<file path="config.mk">
export PLATFORM = sky130hd
export DESIGN_NAME = ccd_sync_detect_hcounter
export DESIGN_NICKNAME = d
export VERILOG_FILES = /design/src/core/ccd_sync_pkg.sv /design/src/core/serial_reg_port.sv /design/src/core/ccd_sync_detect_hcounter.sv
export VERILOG_INCLUDE_DIRS = /design/src /design/src/core
export SDC_FILE = /design/constraint.sdc
export NUM_CORES = 1
export LEC_CHECK = 0
export ABC_CLOCK_PERIOD_IN_PS = 2400
export BUFFER_PORTS_ARGS = -buffer_cell sky130_fd_sc_hd__buf_2
export CAP_MARGIN = 20
export CORE_MARGIN = 2
export CORE_UTILIZATION = 50
export CTS_CLUSTER_SIZE = 16
export DETAILED_ROUTE_END_ITERATION = 10
export HOLD_SLACK_MARGIN = 0.12
export PLACE_DENSITY = 0.71
export SYNTH_ARGS = -nofsm -noshare
export SYNTH_HDL_FRONTEND = slang
export SYNTH_HIERARCHICAL = 1
export SYNTH_SLANG_ARGS = --single-unit
</file>
<file path="constraint.sdc">
create_clock -name core_clk -period 2.4 [get_ports core_clk]
set_input_delay 0.72 -clock core_clk [delete_from_list [all_inputs] [get_ports core_clk]]
set_output_delay 0.72 -clock core_clk [all_outputs]
set_load 0.01 [all_outputs]
</file>
<file path="src/core/ccd_sync_regs.svh">
// Register offsets, field positions, reset values and timing constants
`ifndef CCD_SYNC_REGS_SVH
`define CCD_SYNC_REGS_SVH

// ----------------------------------------------------------------------
// Serial port framing
// ----------------------------------------------------------------------
`define SP_ADDR_W       10
`define SP_DATA_W       6
`define SP_ADDR_LAST    4'h9
`define SP_DATA_LAST    4'h5
`define SP_REG_AREA_END 10'h0BF

// ----------------------------------------------------------------------
// Register offsets
// ----------------------------------------------------------------------
`define ADDR_OUT_DELAY  10'h002
`define ADDR_EDGE_SEL   10'h020
`define ADDR_GATE_TIME  10'h021
`define ADDR_BUF_CLK    10'h022
`define ADDR_ODD_LIM    10'h02F
`define ADDR_LATENCY    10'h034

// ----------------------------------------------------------------------
// Field positions
// ----------------------------------------------------------------------
`define EDGE_SYNC_BIT   3
`define EDGE_CLK_BIT    2
`define VERT_LIM_MSB    2
`define VERT_LIM_LSB    0
`define HORZ_LIM_MSB    5
`define HORZ_LIM_LSB    3
`define LAT_MSB         3
`define LAT_LSB         0
`define DLY_MSB         2
`define DLY_LSB         0
`define GATE_PH_MSB     2
`define GATE_PH_LSB     0
`define GATE_W_MSB      5
`define GATE_W_LSB      3
`define BUF_PH_MSB      1
`define BUF_PH_LSB      0

// ----------------------------------------------------------------------
// Reset values
// ----------------------------------------------------------------------
`define RST_OUT_DELAY   6'h00
`define RST_EDGE_SEL    6'h00
`define RST_GATE_TIME   6'h10
`define RST_BUF_CLK     6'h00
`define RST_ODD_LIM     6'h09
`define RST_LATENCY     6'h06

// ----------------------------------------------------------------------
// Limits and master-mode timing, in clock cycles unless noted
// ----------------------------------------------------------------------
`define LIMIT_MAX       3'h6
`define DATA_DELAY_MAX_NS 3'h6
`define SINCE_SAT       3'h7
`define LINE_CYCLES     12'h0320
`define FRAME_LINES     12'h020D
`define HSYNC_CYCLES    12'h0040
`define VSYNC_LINES     12'h0003

`endif

</file>
<file path="src/core/ccd_sync_pkg.sv">
// Types shared by the sync block and its serial register port
package ccd_sync_pkg;

  typedef enum logic [2:0] {
    SP_IDLE = 3'b001,
    SP_ADDR = 3'b010,
    SP_DATA = 3'b100
  } spState_t;

  typedef struct packed {
    spState_t    state;
    logic [9:0]  addr;
    logic [5:0]  data;
    logic [3:0]  bitCnt;
    logic        full;
    logic        sclkPrev;
    logic        wrStb;
    logic [9:0]  wrAddr;
    logic [5:0]  wrData;
  } spRegs_t;

  typedef struct packed {
    logic        vPrev;
    logic        hPrev;
    logic [5:0]  regOutDelay;
    logic [5:0]  regEdgeSel;
    logic [5:0]  regGateTiming;
    logic [5:0]  regBufClk;
    logic [5:0]  regOddLim;
    logic [5:0]  regLatency;
    logic [2:0]  sinceV;
    logic [2:0]  sinceH;
    logic        oddField;
    logic [4:0]  latCnt;
    logic        hReset;
    logic [11:0] hCount;
    logic [11:0] lineCount;
    logic        vOut;
    logic        hOut;
    logic        oeN;
    logic [2:0]  dataOutDelay;
  } syncRegs_t;

endpackage : ccd_sync_pkg

</file>
<file path="src/core/serial_reg_port.sv">
// Three-wire serial receiver: 10-bit address then 6-bit data, LSB first
`include "ccd_sync_regs.svh"

module serial_reg_port (
  input  wire logic       core_clk,
  input  wire logic       reset,
  input  wire logic       serialDataIn,
  input  wire logic       serialClk,
  input  wire logic       chipSelectN,
  output logic            wrStb,
  output logic [9:0]      wrAddr,
  output logic [5:0]      wrData
);

  ccd_sync_pkg::spRegs_t s;
  ccd_sync_pkg::spRegs_t next_s;
  logic                  sclkRise;

  localparam ccd_sync_pkg::spRegs_t SP_RESET = '{
    state: ccd_sync_pkg::SP_IDLE, addr: 10'h000, data: 6'h00,
    bitCnt: 4'h0, full: 1'b0, sclkPrev: 1'b0, wrStb: 1'b0,
    wrAddr: 10'h000, wrData: 6'h00};

  always_comb begin
    next_s          = s;
    next_s.wrStb    = 1'b0;
    next_s.sclkPrev = serialClk;
    sclkRise        = serialClk & ~s.sclkPrev;
    case (s.state)
      ccd_sync_pkg::SP_IDLE: begin
        if (!chipSelectN) begin
          next_s.state  = ccd_sync_pkg::SP_ADDR;
          next_s.bitCnt = 4'h0;
          next_s.full   = 1'b0;
        end
      end
      ccd_sync_pkg::SP_ADDR: begin
        if (chipSelectN) begin
          next_s.state = ccd_sync_pkg::SP_IDLE;
        end else if (sclkRise) begin
          next_s.addr = {serialDataIn, s.addr[9:1]}; // [RULE13]
          if (s.bitCnt == `SP_ADDR_LAST) begin
            next_s.state  = ccd_sync_pkg::SP_DATA;
            next_s.bitCnt = 4'h0;
          end else begin
            next_s.bitCnt = s.bitCnt + 4'h1;
          end
        end
      end
      ccd_sync_pkg::SP_DATA: begin
        if (chipSelectN) begin
          // Standard write lands on the rise of select; a partial word
          // is dropped
          next_s.state  = ccd_sync_pkg::SP_IDLE;
          next_s.wrStb  = s.full; // [RULE13]
          next_s.wrAddr = s.addr;
          next_s.wrData = s.data;
        end else if (sclkRise) begin
          next_s.data = {serialDataIn, s.data[5:1]};
          if (s.full) begin
            // More bits after a full word: continuous write, next address
            next_s.wrStb  = 1'b1; // [RULE13]
            next_s.wrAddr = s.addr;
            next_s.wrData = s.data;
            next_s.addr   = s.addr + 10'h001;
            next_s.full   = 1'b0;
            next_s.bitCnt = 4'h1;
          end else if (s.bitCnt == `SP_DATA_LAST) begin
            next_s.full   = 1'b1;
            next_s.bitCnt = 4'h0;
          end else begin
            next_s.bitCnt = s.bitCnt + 4'h1;
          end
        end
      end
      default: begin
        next_s.state = ccd_sync_pkg::SP_IDLE;
      end
    endcase
  end

  always_ff @(posedge core_clk) begin
    if (reset) begin
      s <= SP_RESET;
    end else begin
      s <= next_s;
    end
  end

  assign wrStb  = s.wrStb;
  assign wrAddr = s.wrAddr;
  assign wrData = s.wrData;

endmodule : serial_reg_port

</file>
<file path="src/core/ccd_sync_detect_hcounter.sv">
// Sync detection, odd-field flag, pixel counter and phase settings
`include "ccd_sync_regs.svh"

// Functional notes
// RULE1 - In slave mode sample both sync inputs every rising clock edge.
// RULE2 - Flag odd or first field from vertical versus horizontal edge phase.
// RULE3 - Vertical trailing-edge tolerance 0..6 cycles, three-bit field, default 1.
// RULE4 - Horizontal trailing-edge tolerance 0..6 cycles, three-bit field, default 1.
// RULE5 - Selected horizontal sync edge resets the pixel counter.
// RULE6 - One bit picks sync edge, another picks the clock edge for reset; the clock-edge bit here adds one rising-edge cycle of latency instead.
// RULE7 - Four-bit latency from horizontal detection to counter reset, default 6.
// RULE8 - Output data delay register, 0 to 6 ns, default zero.
// RULE9 - Output buffer clock phase programmable in quarter-pixel steps.
// RULE10 - Reset gate pulse width is programmable.
// RULE11 - Reset gate pulse phase is programmable.
// RULE12 - In master mode drive both syncs, falling edges from rising clock.
// RULE13 - Settings arrive over three-wire serial: 10-bit address, 6-bit data.
// RULE14 - Pixel counter advances by one every clock between resets.
// RULE15 - Far side keeps sync trailing edges at least ten cycles apart.
module ccd_sync_detect_hcounter (
  input  wire logic       core_clk,
  input  wire logic       reset,
  input  wire logic       masterMode,
  input  wire logic       serialDataIn,
  input  wire logic       serialClk,
  input  wire logic       chipSelectN,
  input  wire logic       verticalSyncPinIn,
  output logic            verticalSyncPinOut,
  output logic            verticalSyncPinOeN,
  input  wire logic       horizontalSyncPinIn,
  output logic            horizontalSyncPinOut,
  output logic            horizontalSyncPinOeN,
  output logic            oddField,
  output logic [11:0]     hCount,
  output logic            hCountReset,
  output logic [2:0]      dataOutDelay,
  output logic [1:0]      bufClkPhase,
  output logic [2:0]      resetGatePhase,
  output logic [2:0]      resetGateWidth
);

  ccd_sync_pkg::syncRegs_t s;
  ccd_sync_pkg::syncRegs_t next_s;

  logic       wrStb;
  logic [9:0] wrAddr;
  logic [5:0] wrData;
  logic       vEdge;
  logic       hEdge;
  logic [2:0] vertLimit;
  logic [2:0] horzLimit;
  logic [4:0] effLatency;
  logic       lineEnd;

  localparam ccd_sync_pkg::syncRegs_t SYNC_RESET = '{
    vPrev: 1'b1, hPrev: 1'b1,
    regOutDelay: `RST_OUT_DELAY, regEdgeSel: `RST_EDGE_SEL,
    regGateTiming: `RST_GATE_TIME, regBufClk: `RST_BUF_CLK,
    regOddLim: `RST_ODD_LIM, regLatency: `RST_LATENCY,
    sinceV: `SINCE_SAT, sinceH: `SINCE_SAT, oddField: 1'b0,
    latCnt: 5'h00, hReset: 1'b0, hCount: 12'h000, lineCount: 12'h000,
    vOut: 1'b1, hOut: 1'b1, oeN: 1'b1, dataOutDelay: 3'h0};

  // ----------------------------------------------------------------------
  // Serial register port
  // ----------------------------------------------------------------------
  serial_reg_port u_port (
    .core_clk     (core_clk),
    .reset        (reset),
    .serialDataIn (serialDataIn),
    .serialClk    (serialClk),
    .chipSelectN  (chipSelectN),
    .wrStb        (wrStb),
    .wrAddr       (wrAddr),
    .wrData       (wrData)
  );

  // ----------------------------------------------------------------------
  // Next-state logic
  // ----------------------------------------------------------------------
  always_comb begin
    next_s = s;

    // Register writes; addresses outside this block are ignored
    if (wrStb && wrAddr <= `SP_REG_AREA_END) begin
      case (wrAddr)
        `ADDR_OUT_DELAY: next_s.regOutDelay = wrData; // [RULE8]
        `ADDR_EDGE_SEL:  next_s.regEdgeSel  = wrData; // [RULE6]
        `ADDR_GATE_TIME: next_s.regGateTiming = wrData; // [RULE10] [RULE11]
        `ADDR_BUF_CLK:   next_s.regBufClk   = wrData; // [RULE9]
        `ADDR_ODD_LIM:   next_s.regOddLim   = wrData; // [RULE3] [RULE4]
        `ADDR_LATENCY:   next_s.regLatency  = wrData; // [RULE7]
        default: begin
        end
      endcase
    end

    // Delay beyond 6 ns is not reachable; clamp rather than wrap
    if (s.regOutDelay[`DLY_MSB:`DLY_LSB] > `DATA_DELAY_MAX_NS) begin
      next_s.dataOutDelay = `DATA_DELAY_MAX_NS; // [RULE8]
    end else begin
      next_s.dataOutDelay = s.regOutDelay[`DLY_MSB:`DLY_LSB];
    end

    // Tolerance fields saturate at 6 cycles
    vertLimit = s.regOddLim[`VERT_LIM_MSB:`VERT_LIM_LSB]; // [RULE3]
    if (vertLimit > `LIMIT_MAX) begin
      vertLimit = `LIMIT_MAX;
    end
    horzLimit = s.regOddLim[`HORZ_LIM_MSB:`HORZ_LIM_LSB]; // [RULE4]
    if (horzLimit > `LIMIT_MAX) begin
      horzLimit = `LIMIT_MAX;
    end

    // Trailing-edge detection on the sampled pins
    next_s.vPrev = verticalSyncPinIn; // [RULE1]
    next_s.hPrev = horizontalSyncPinIn; // [RULE1]
    if (s.regEdgeSel[`EDGE_SYNC_BIT]) begin
      vEdge = verticalSyncPinIn & ~s.vPrev; // [RULE6]
      hEdge = horizontalSyncPinIn & ~s.hPrev;
    end else begin
      vEdge = ~verticalSyncPinIn & s.vPrev; // [RULE6]
      hEdge = ~horizontalSyncPinIn & s.hPrev;
    end
    if (masterMode) begin
      vEdge = 1'b0;
      hEdge = 1'b0;
    end

    // Cycles since each edge, saturating so a stale edge never matches
    if (vEdge) begin
      next_s.sinceV = 3'h0;
    end else if (s.sinceV != `SINCE_SAT) begin
      next_s.sinceV = s.sinceV + 3'h1;
    end
    if (hEdge) begin
      next_s.sinceH = 3'h0;
    end else if (s.sinceH != `SINCE_SAT) begin
      next_s.sinceH = s.sinceH + 3'h1;
    end

    // Field decision: vertical edge opens a field, a nearby horizontal
    // edge on either side marks it odd. A late vertical edge is held to
    // the vertical limit, a late horizontal edge to the horizontal one
    if (vEdge) begin
      next_s.oddField = hEdge || (s.sinceH < vertLimit); // [RULE2] [RULE3]
    end else if (hEdge && s.sinceV < horzLimit) begin
      next_s.oddField = 1'b1; // [RULE2] [RULE4]
    end

    // Counter reset latency; a falling clock-edge choice costs one cycle
    // since only the rising edge exists here
    effLatency = {1'b0, s.regLatency[`LAT_MSB:`LAT_LSB]}
               + {4'h0, s.regEdgeSel[`EDGE_CLK_BIT]}; // [RULE6] [RULE7]
    next_s.hReset = 1'b0;
    if (hEdge) begin
      if (effLatency == 5'h00) begin
        next_s.hReset = 1'b1; // [RULE5]
        next_s.latCnt = 5'h00;
      end else begin
        next_s.latCnt = effLatency; // [RULE7]
      end
    end else if (s.latCnt != 5'h00) begin
      next_s.latCnt = s.latCnt - 5'h01;
      next_s.hReset = (s.latCnt == 5'h01); // [RULE7]
    end

    // Pixel counter
    lineEnd = masterMode && (s.hCount >= `LINE_CYCLES - 12'h001);
    if (next_s.hReset || lineEnd) begin
      next_s.hCount = 12'h000; // [RULE5]
    end else begin
      next_s.hCount = s.hCount + 12'h001; // [RULE14]
    end

    // Master mode sync generation, registered so both falling edges
    // leave on a rising clock edge
    next_s.oeN = ~masterMode; // [RULE12]
    if (masterMode) begin
      if (lineEnd) begin
        if (s.lineCount >= `FRAME_LINES - 12'h001) begin
          next_s.lineCount = 12'h000;
        end else begin
          next_s.lineCount = s.lineCount + 12'h001;
        end
      end
      next_s.hOut = ~(next_s.hCount < `HSYNC_CYCLES); // [RULE12]
      next_s.vOut = ~(next_s.lineCount < `VSYNC_LINES); // [RULE12]
    end else begin
      next_s.lineCount = 12'h000;
      next_s.hOut      = 1'b1;
      next_s.vOut      = 1'b1;
    end
  end

  // ----------------------------------------------------------------------
  // State register
  // ----------------------------------------------------------------------
  always_ff @(posedge core_clk) begin
    if (reset) begin
      s <= SYNC_RESET;
    end else begin
      s <= next_s;
    end
  end

  // ----------------------------------------------------------------------
  // Outputs, all straight from the state register
  // ----------------------------------------------------------------------
  assign verticalSyncPinOut   = s.vOut;
  assign verticalSyncPinOeN   = s.oeN;
  assign horizontalSyncPinOut = s.hOut;
  assign horizontalSyncPinOeN = s.oeN;
  assign oddField             = s.oddField;
  assign hCount               = s.hCount;
  assign hCountReset          = s.hReset;
  assign dataOutDelay         = s.dataOutDelay;
  assign bufClkPhase          = s.regBufClk[`BUF_PH_MSB:`BUF_PH_LSB];
  assign resetGatePhase       = s.regGateTiming[`GATE_PH_MSB:`GATE_PH_LSB];
  assign resetGateWidth       = s.regGateTiming[`GATE_W_MSB:`GATE_W_LSB];

endmodule : ccd_sync_detect_hcounter

</file>
**Word level (Yosys, flattened, before mapping)**

Cells that the tools add are included.
Widths: inputs -> output; s select.

- Register bits: 112
- Latch bits: 0
- Bits in writable memories: 0
- Bits in read-only memories: 0
- Input port bits: 8
- Output and inout bits: 29
- Logic and storage cells: 160
- Memories: 0

- Add/sub/neg operators: 8
- Multiply operators: 0
- Divide/modulo/power cells: 0
- Magnitude comparators: 10
- Eq/ne operators: 23
- Shift-type cells: 0
- Mux-type cells: 44
- Bitwise gates (word level): 15
- Reductions and logical operators: 31

Operators by type and width:

| operator | count |
|---|---|
| $mux 17 | 3 |
| $eq 10x6->1 const B | 5 |
| $mux 12 | 4 |
| $mux 21 | 2 |
| $mux 3 | 11 |
| $add 12x1->12 const B | 2 |
| $ge 12x10->1 const B | 2 |
| $mux 10 | 2 |
| $pmux 10 s2 | 1 |
| $mux 4 | 4 |
| $reduce_bool 2->1 | 8 |
| $mux 5 | 3 |
| $mux 13 | 1 |
| $lt 12x2->1 const B | 1 |
| $lt 12x7->1 const B | 1 |
| $mux 6 | 2 |
| $pmux 4 s3 | 1 |
| $reduce_and 2->1 | 6 |
| $reduce_and 6->1 | 2 |
| $add 10x1->10 const B | 1 |
| $eq 10x2->1 const B | 1 |
| $le 10x8->1 const B | 1 |
| $not 1->1 | 10 |
| $gt 3x3->1 const B | 3 |
| other kinds (27) | 54 |

**Longest topological paths before layout**

- Depth after elaboration: 9
- Gate-level depth with buffers: 8
- Depth with buffers taken out: 7

**Modules after synthesis**

Netlist, hierarchy kept.

Modules (own cells, without submodules):

| module | times used | cells each | area an instance (um^2) | sequential area each (um^2) |
|---|---|---|---|---|
| ccd_sync_detect_hcounter | 1 | 415 | 3593.4 | 1361.3 |
| serial_reg_port | 1 | 252 | 2199.6 | 840.8 |

**Least setup slack after synthesis**

Ideal clock, no wire load.

- Path kind: input port to flip-flop
- From: in chipSelectN
- To: reg u_port/s[29] in the netlist's numbering
- Arrival time: 2008 ps
- Data required time: 2321 ps
- Path slack: 313 ps
- Stages on the path: 7
- Cells stage by stage: or3b_1 > buf_2 > or2_1 > buf_6 > buf_6 > a2bb2oi_1 > a211oi_2

- Longest elaborated chain between the ends: 2

RTL lines:

| item | line | source |
|---|---|---|
| start, declared | ccd_sync_detect_hcounter.sv:26 | `input wire logic chipSelectN,` |
| $ne 2x2->1 (no line) | -- |  |
| $reduce_and 6->1 (no line) * | -- |  |
| end signal, assigned | serial_reg_port.sv:86 | `s <= next_s;` |
| end, declared | serial_reg_port.sv:15 | `ccd_sync_pkg::spRegs_t s;` |

Every way passes the cells marked *; elsewhere a longest branch is shown, timed or not.
A chain may end at the register's enable or synchronous reset.

**Worst setup path after layout**

- From: reg s (netlist bit hCount[0])
- To: reg s[17] in the netlist's numbering

- Longest elaborated chain between the ends: 4

RTL lines:

| item | line | source |
|---|---|---|
| start, declared | ccd_sync_detect_hcounter.sv:42 | `ccd_sync_pkg::syncRegs_t s;` |
| start signal, assigned | ccd_sync_detect_hcounter.sv:203 | `s <= next_s;` |
| $ge 12x10->1 | ccd_sync_detect_hcounter.sv:169 | `` lineEnd = masterMode && (s.hCount >= `LINE_CYCLES - 12'h001); `` |
| $logic_and 1x1->1 | ccd_sync_detect_hcounter.sv:169 |  |
| $mux 12 | ccd_sync_detect_hcounter.sv:180 | `if (lineEnd) begin` |
| $mux 12 | ccd_sync_detect_hcounter.sv:179 | `if (masterMode) begin` |

Every way passes these cells. The select of a mux whose other input is x is not followed.

==> reports/qor.csv <==
stage;metric;value;unit
drt;DR DRC count;0;
floorplan;Die W;112;µm
timing;min Tclk post-route;2020;ps
clocking;worst-skew pair later-pin latency;360;ps
power;switch share;28.7;%
global_route;routing usage on met1;23.5;%
yosys;sequential share of the synthesized area;38.0;%
global_route;grt met2 use;32.0;%
drt;final WL;11600;µm
yosys;average size of a mapped cell;8.69;µm²
clocking;cts repair resizes;0;
clocking;CTS root buf;clkbuf_16;
drt;via count;4589;
clocking;Clock Path Buffers;2;
yosys;Synth Cell Area;5790;µm²
yosys;EDFF count, synth;0;
clocking;Worst-path clk slew;80;ps
timing;Total Neg Setup Slack;0;ps
yosys;Syn. warnings;6;
global_route;largest net degree at the start of global routing;87;
power;Design Power;4270;µW
power;Leak Pwr;0.00236;µW
yosys;Yosys cell types;77;
drt;DR WL/cell;14.3;µm
setup_path;Critical Path Slowest Stage Cell;or4_1;
clocking;postcts setup bufs;0;
setup_path;CP cell instances;ha_1 > and4_4 > o21a_4 > o2111ai_4 > or4_1 > a21oi_1;
timing;Clock Skews;6.12;ps
setup_path;Worst Setup End Kind;flip-flop;
drt;DRT Pass-1 Iters;4;
timing;Hold WS;452;ps
floorplan;die footprint;12500;µm²
power;clock group share of total power;35.1;%
drt;DR vias/cell;5.68;
global_route;layer with the highest usage;met2;
placed_design;placed cell areas;5830;µm²
global_route;antenna violations before repair;0;
clocking;total CTS buffers;9;
global_route;M3 GR Usage;4.52;%
flow_run;max-capacitance violation count;0;
power;Reg power frac;47.8;%
global_route;GRT Total Usage;19.0;%
layout;ant diodes;0;
floorplan;I/O pin count;37;
clocking;CTS sink count;110;
setup_path;Crit path arrival time;2310;ps
clocking;H-Tree Depth;3;
setup_path;max incr delay on CP;550;ps
yosys;Syn Inst Count;667;
floorplan;Die Ht;112;µm
timing;final setup vio count;0;
yosys;post-synth top area share;38.0;%
setup_path;Startpoint Class;flip-flop;
yosys;post-synth top area cell;dfxtp_1;
layout;final instance area;6130;µm²
power;Internal Power;3040;µW
drt;Iter 0 DRT Violations;244;
global_route;first-pass GRT wire length;19900;µm
floorplan;Core Box Area;11400;µm²
timing;Slew @ Worst Pin;865;ps
clocking;post-cts hold buffer count;0;
timing;Tcrit/Tclk final;84.0;%
power;worst IR drop on VDD;532;µV
placed_design;post-DP HPWL;8130;µm
setup_path;maximum fanout along the worst path;7;
clocking;CTS tree;built;
layout;Synth-to-Final Area Change;5.79;%
power;pwr dens;697;nW/µm²
global_route;global route overflow;0;
timing;slew margin rel.;41.5;%
global_route;vias in the first global route;4409;
placed_design;routability cong.;0.821;
drt;post-route ant nets;0;
layout;layout cell share with drive strength beyond 1;14.0;%
setup_path;WS Path Type;reg2reg;
setup_path;required time worst endpoint;2690;ps
layout;Nets;687;
timing;fmax;496;MHz
yosys;Area contributors post-synth;dfxtp_1, mux2i_1, buf_4;
power;switching power;1230;µW
yosys;ys async rst share;0;%
placed_design;Port Buffers;36;
run_status;status;finished clean;
yosys;main flop type after synthesis;dfxtp_1;
yosys;number of synthesized register bits;110;
floorplan;starting density of the core;51.0;%
floorplan;Rows;39;
worst_hold_path;hold crit path type;reg2reg;
timing;Pins Over Slew Limit;0;
timing;RSZ-0062 raised after global routing;false;
yosys;syn_nets;694;
power;combinational fraction of design power;17.0;%
timing;Hold Fails Final Rpt;0;
kinds of logic after synthesis:
family / count (synthesis) / synth area share [%]
simple gates: 248 / 22.1
compound gates: 134 / 16.3
flops: 110 / 38.0
buf+inv: 96 / 9.48
mux: 39 / 6.76
xor+xnor: 21 / 3.17
fa+ha+maj: 19 / 4.10
sequential cells by signal (all words and copies together), names as in the netlist:
signal / count
dataOutDelay: 3
verticalSyncPinOut: 1
hCountReset: 1
resetGatePhase: 3
oddField: 1
s: 40
horizontalSyncPinOeN: 1
u_port/wrStb: 1
u_port/wrData: 6
u_port/wrAddr: 10
horizontalSyncPinOut: 1
resetGateWidth: 3
bufClkPhase: 2
hCount: 12
u_port/s: 25
per-layer routing:
metal	vias to the layer above	wire length, µm
met2	93	5490
met4	0	237
met1	2159	5400
met3	20	440
met5	-	0
li1	2317	-
layout by cell type (no fill, tap or decap), types with 11 or more instances in the layout:
master   count
dfxtp_1    110
nor2_1      70
nand2_1     50
mux2i_1     38
a21oi_1     37
buf_2       36
inv_1       27
o21ai_0     27
nand3_1     22
ha_1        19
nor3_1      16
buf_4       13
nor2b_1     12
xor2_1      11
critical path, delay by kind of cell, from the launching register on:
family	cells	cell delay, ps
adders and majority gates	1	260
DFF	1	390
AOI/OAI and AO/OA	3	480
and+or+nand+nor	2	810
path summary, 6_finish.rpt:
| path | from | endpoint | slack (ps) | cells past startpoint |
|---|---|---|---|---|
| max | hCount[0] | s[17] | 380 | 6 |
| min | s[73] | dataOutDelay[0] | 450 | 2 |
| max reg2reg | hCount[0] | s[17] | 380 | 6 |
| min reg2reg | s[73] | dataOutDelay[0] | 450 | 2 |
final cells by class:
class                   instances  area, µm²
fillers                      1024       5240
multi-input cells             461       3040
flip-flops and latches        110       2200
repair buffers                 50        298
clock buffers                  10        239
well taps                     143        179
inverters                      28        105
clock inverters                 6       63.8
Yosys cell counts, types with 3 or more instances:
master,instances
a211o_1,6
a211oi_1,6
a21o_1,3
a21oi_1,37
a221oi_1,3
a311oi_1,3
a31oi_1,5
and2_1,5
and3_1,6
and3b_1,3
buf_2,9
buf_4,43
clkbuf_1,11
dfxtp_1,110
ha_1,19
inv_1,27
mux2i_1,38
nand2_1,50
nand2b_1,5
nand3_1,22
nand3b_1,4
nand4_1,6
nand4b_1,6
nor2_1,70
nor2b_1,12
nor3_1,16
nor3b_1,4
nor4_1,8
o211ai_1,5
o21a_1,3
o21ai_0,27
o21bai_1,6
or2_2,8
or3_1,4
or3b_1,3
or4_1,4
xnor2_1,10
xor2_1,11
metrics by stage:
step	util, %	worst slack [ps]	std cells
after global placement	51.2	207	792
after CTS	53.9	385	808
after global routing	53.9	243	808
after floorplan	-	313	667
after detailed placement	51.2	116	792
final	53.9	385	808
power groups by stage:
stage	Combinational [µW]	Sequential, µW	Clock (µW)
after floorplan	599	2060	0
after global placement	682	2070	0
after detailed placement	728	2080	0
after CTS	733	2040	1540
after global routing	834	2060	1600
final	727	2040	1500
Note: power is estimated with default switching activity, not from simulation.
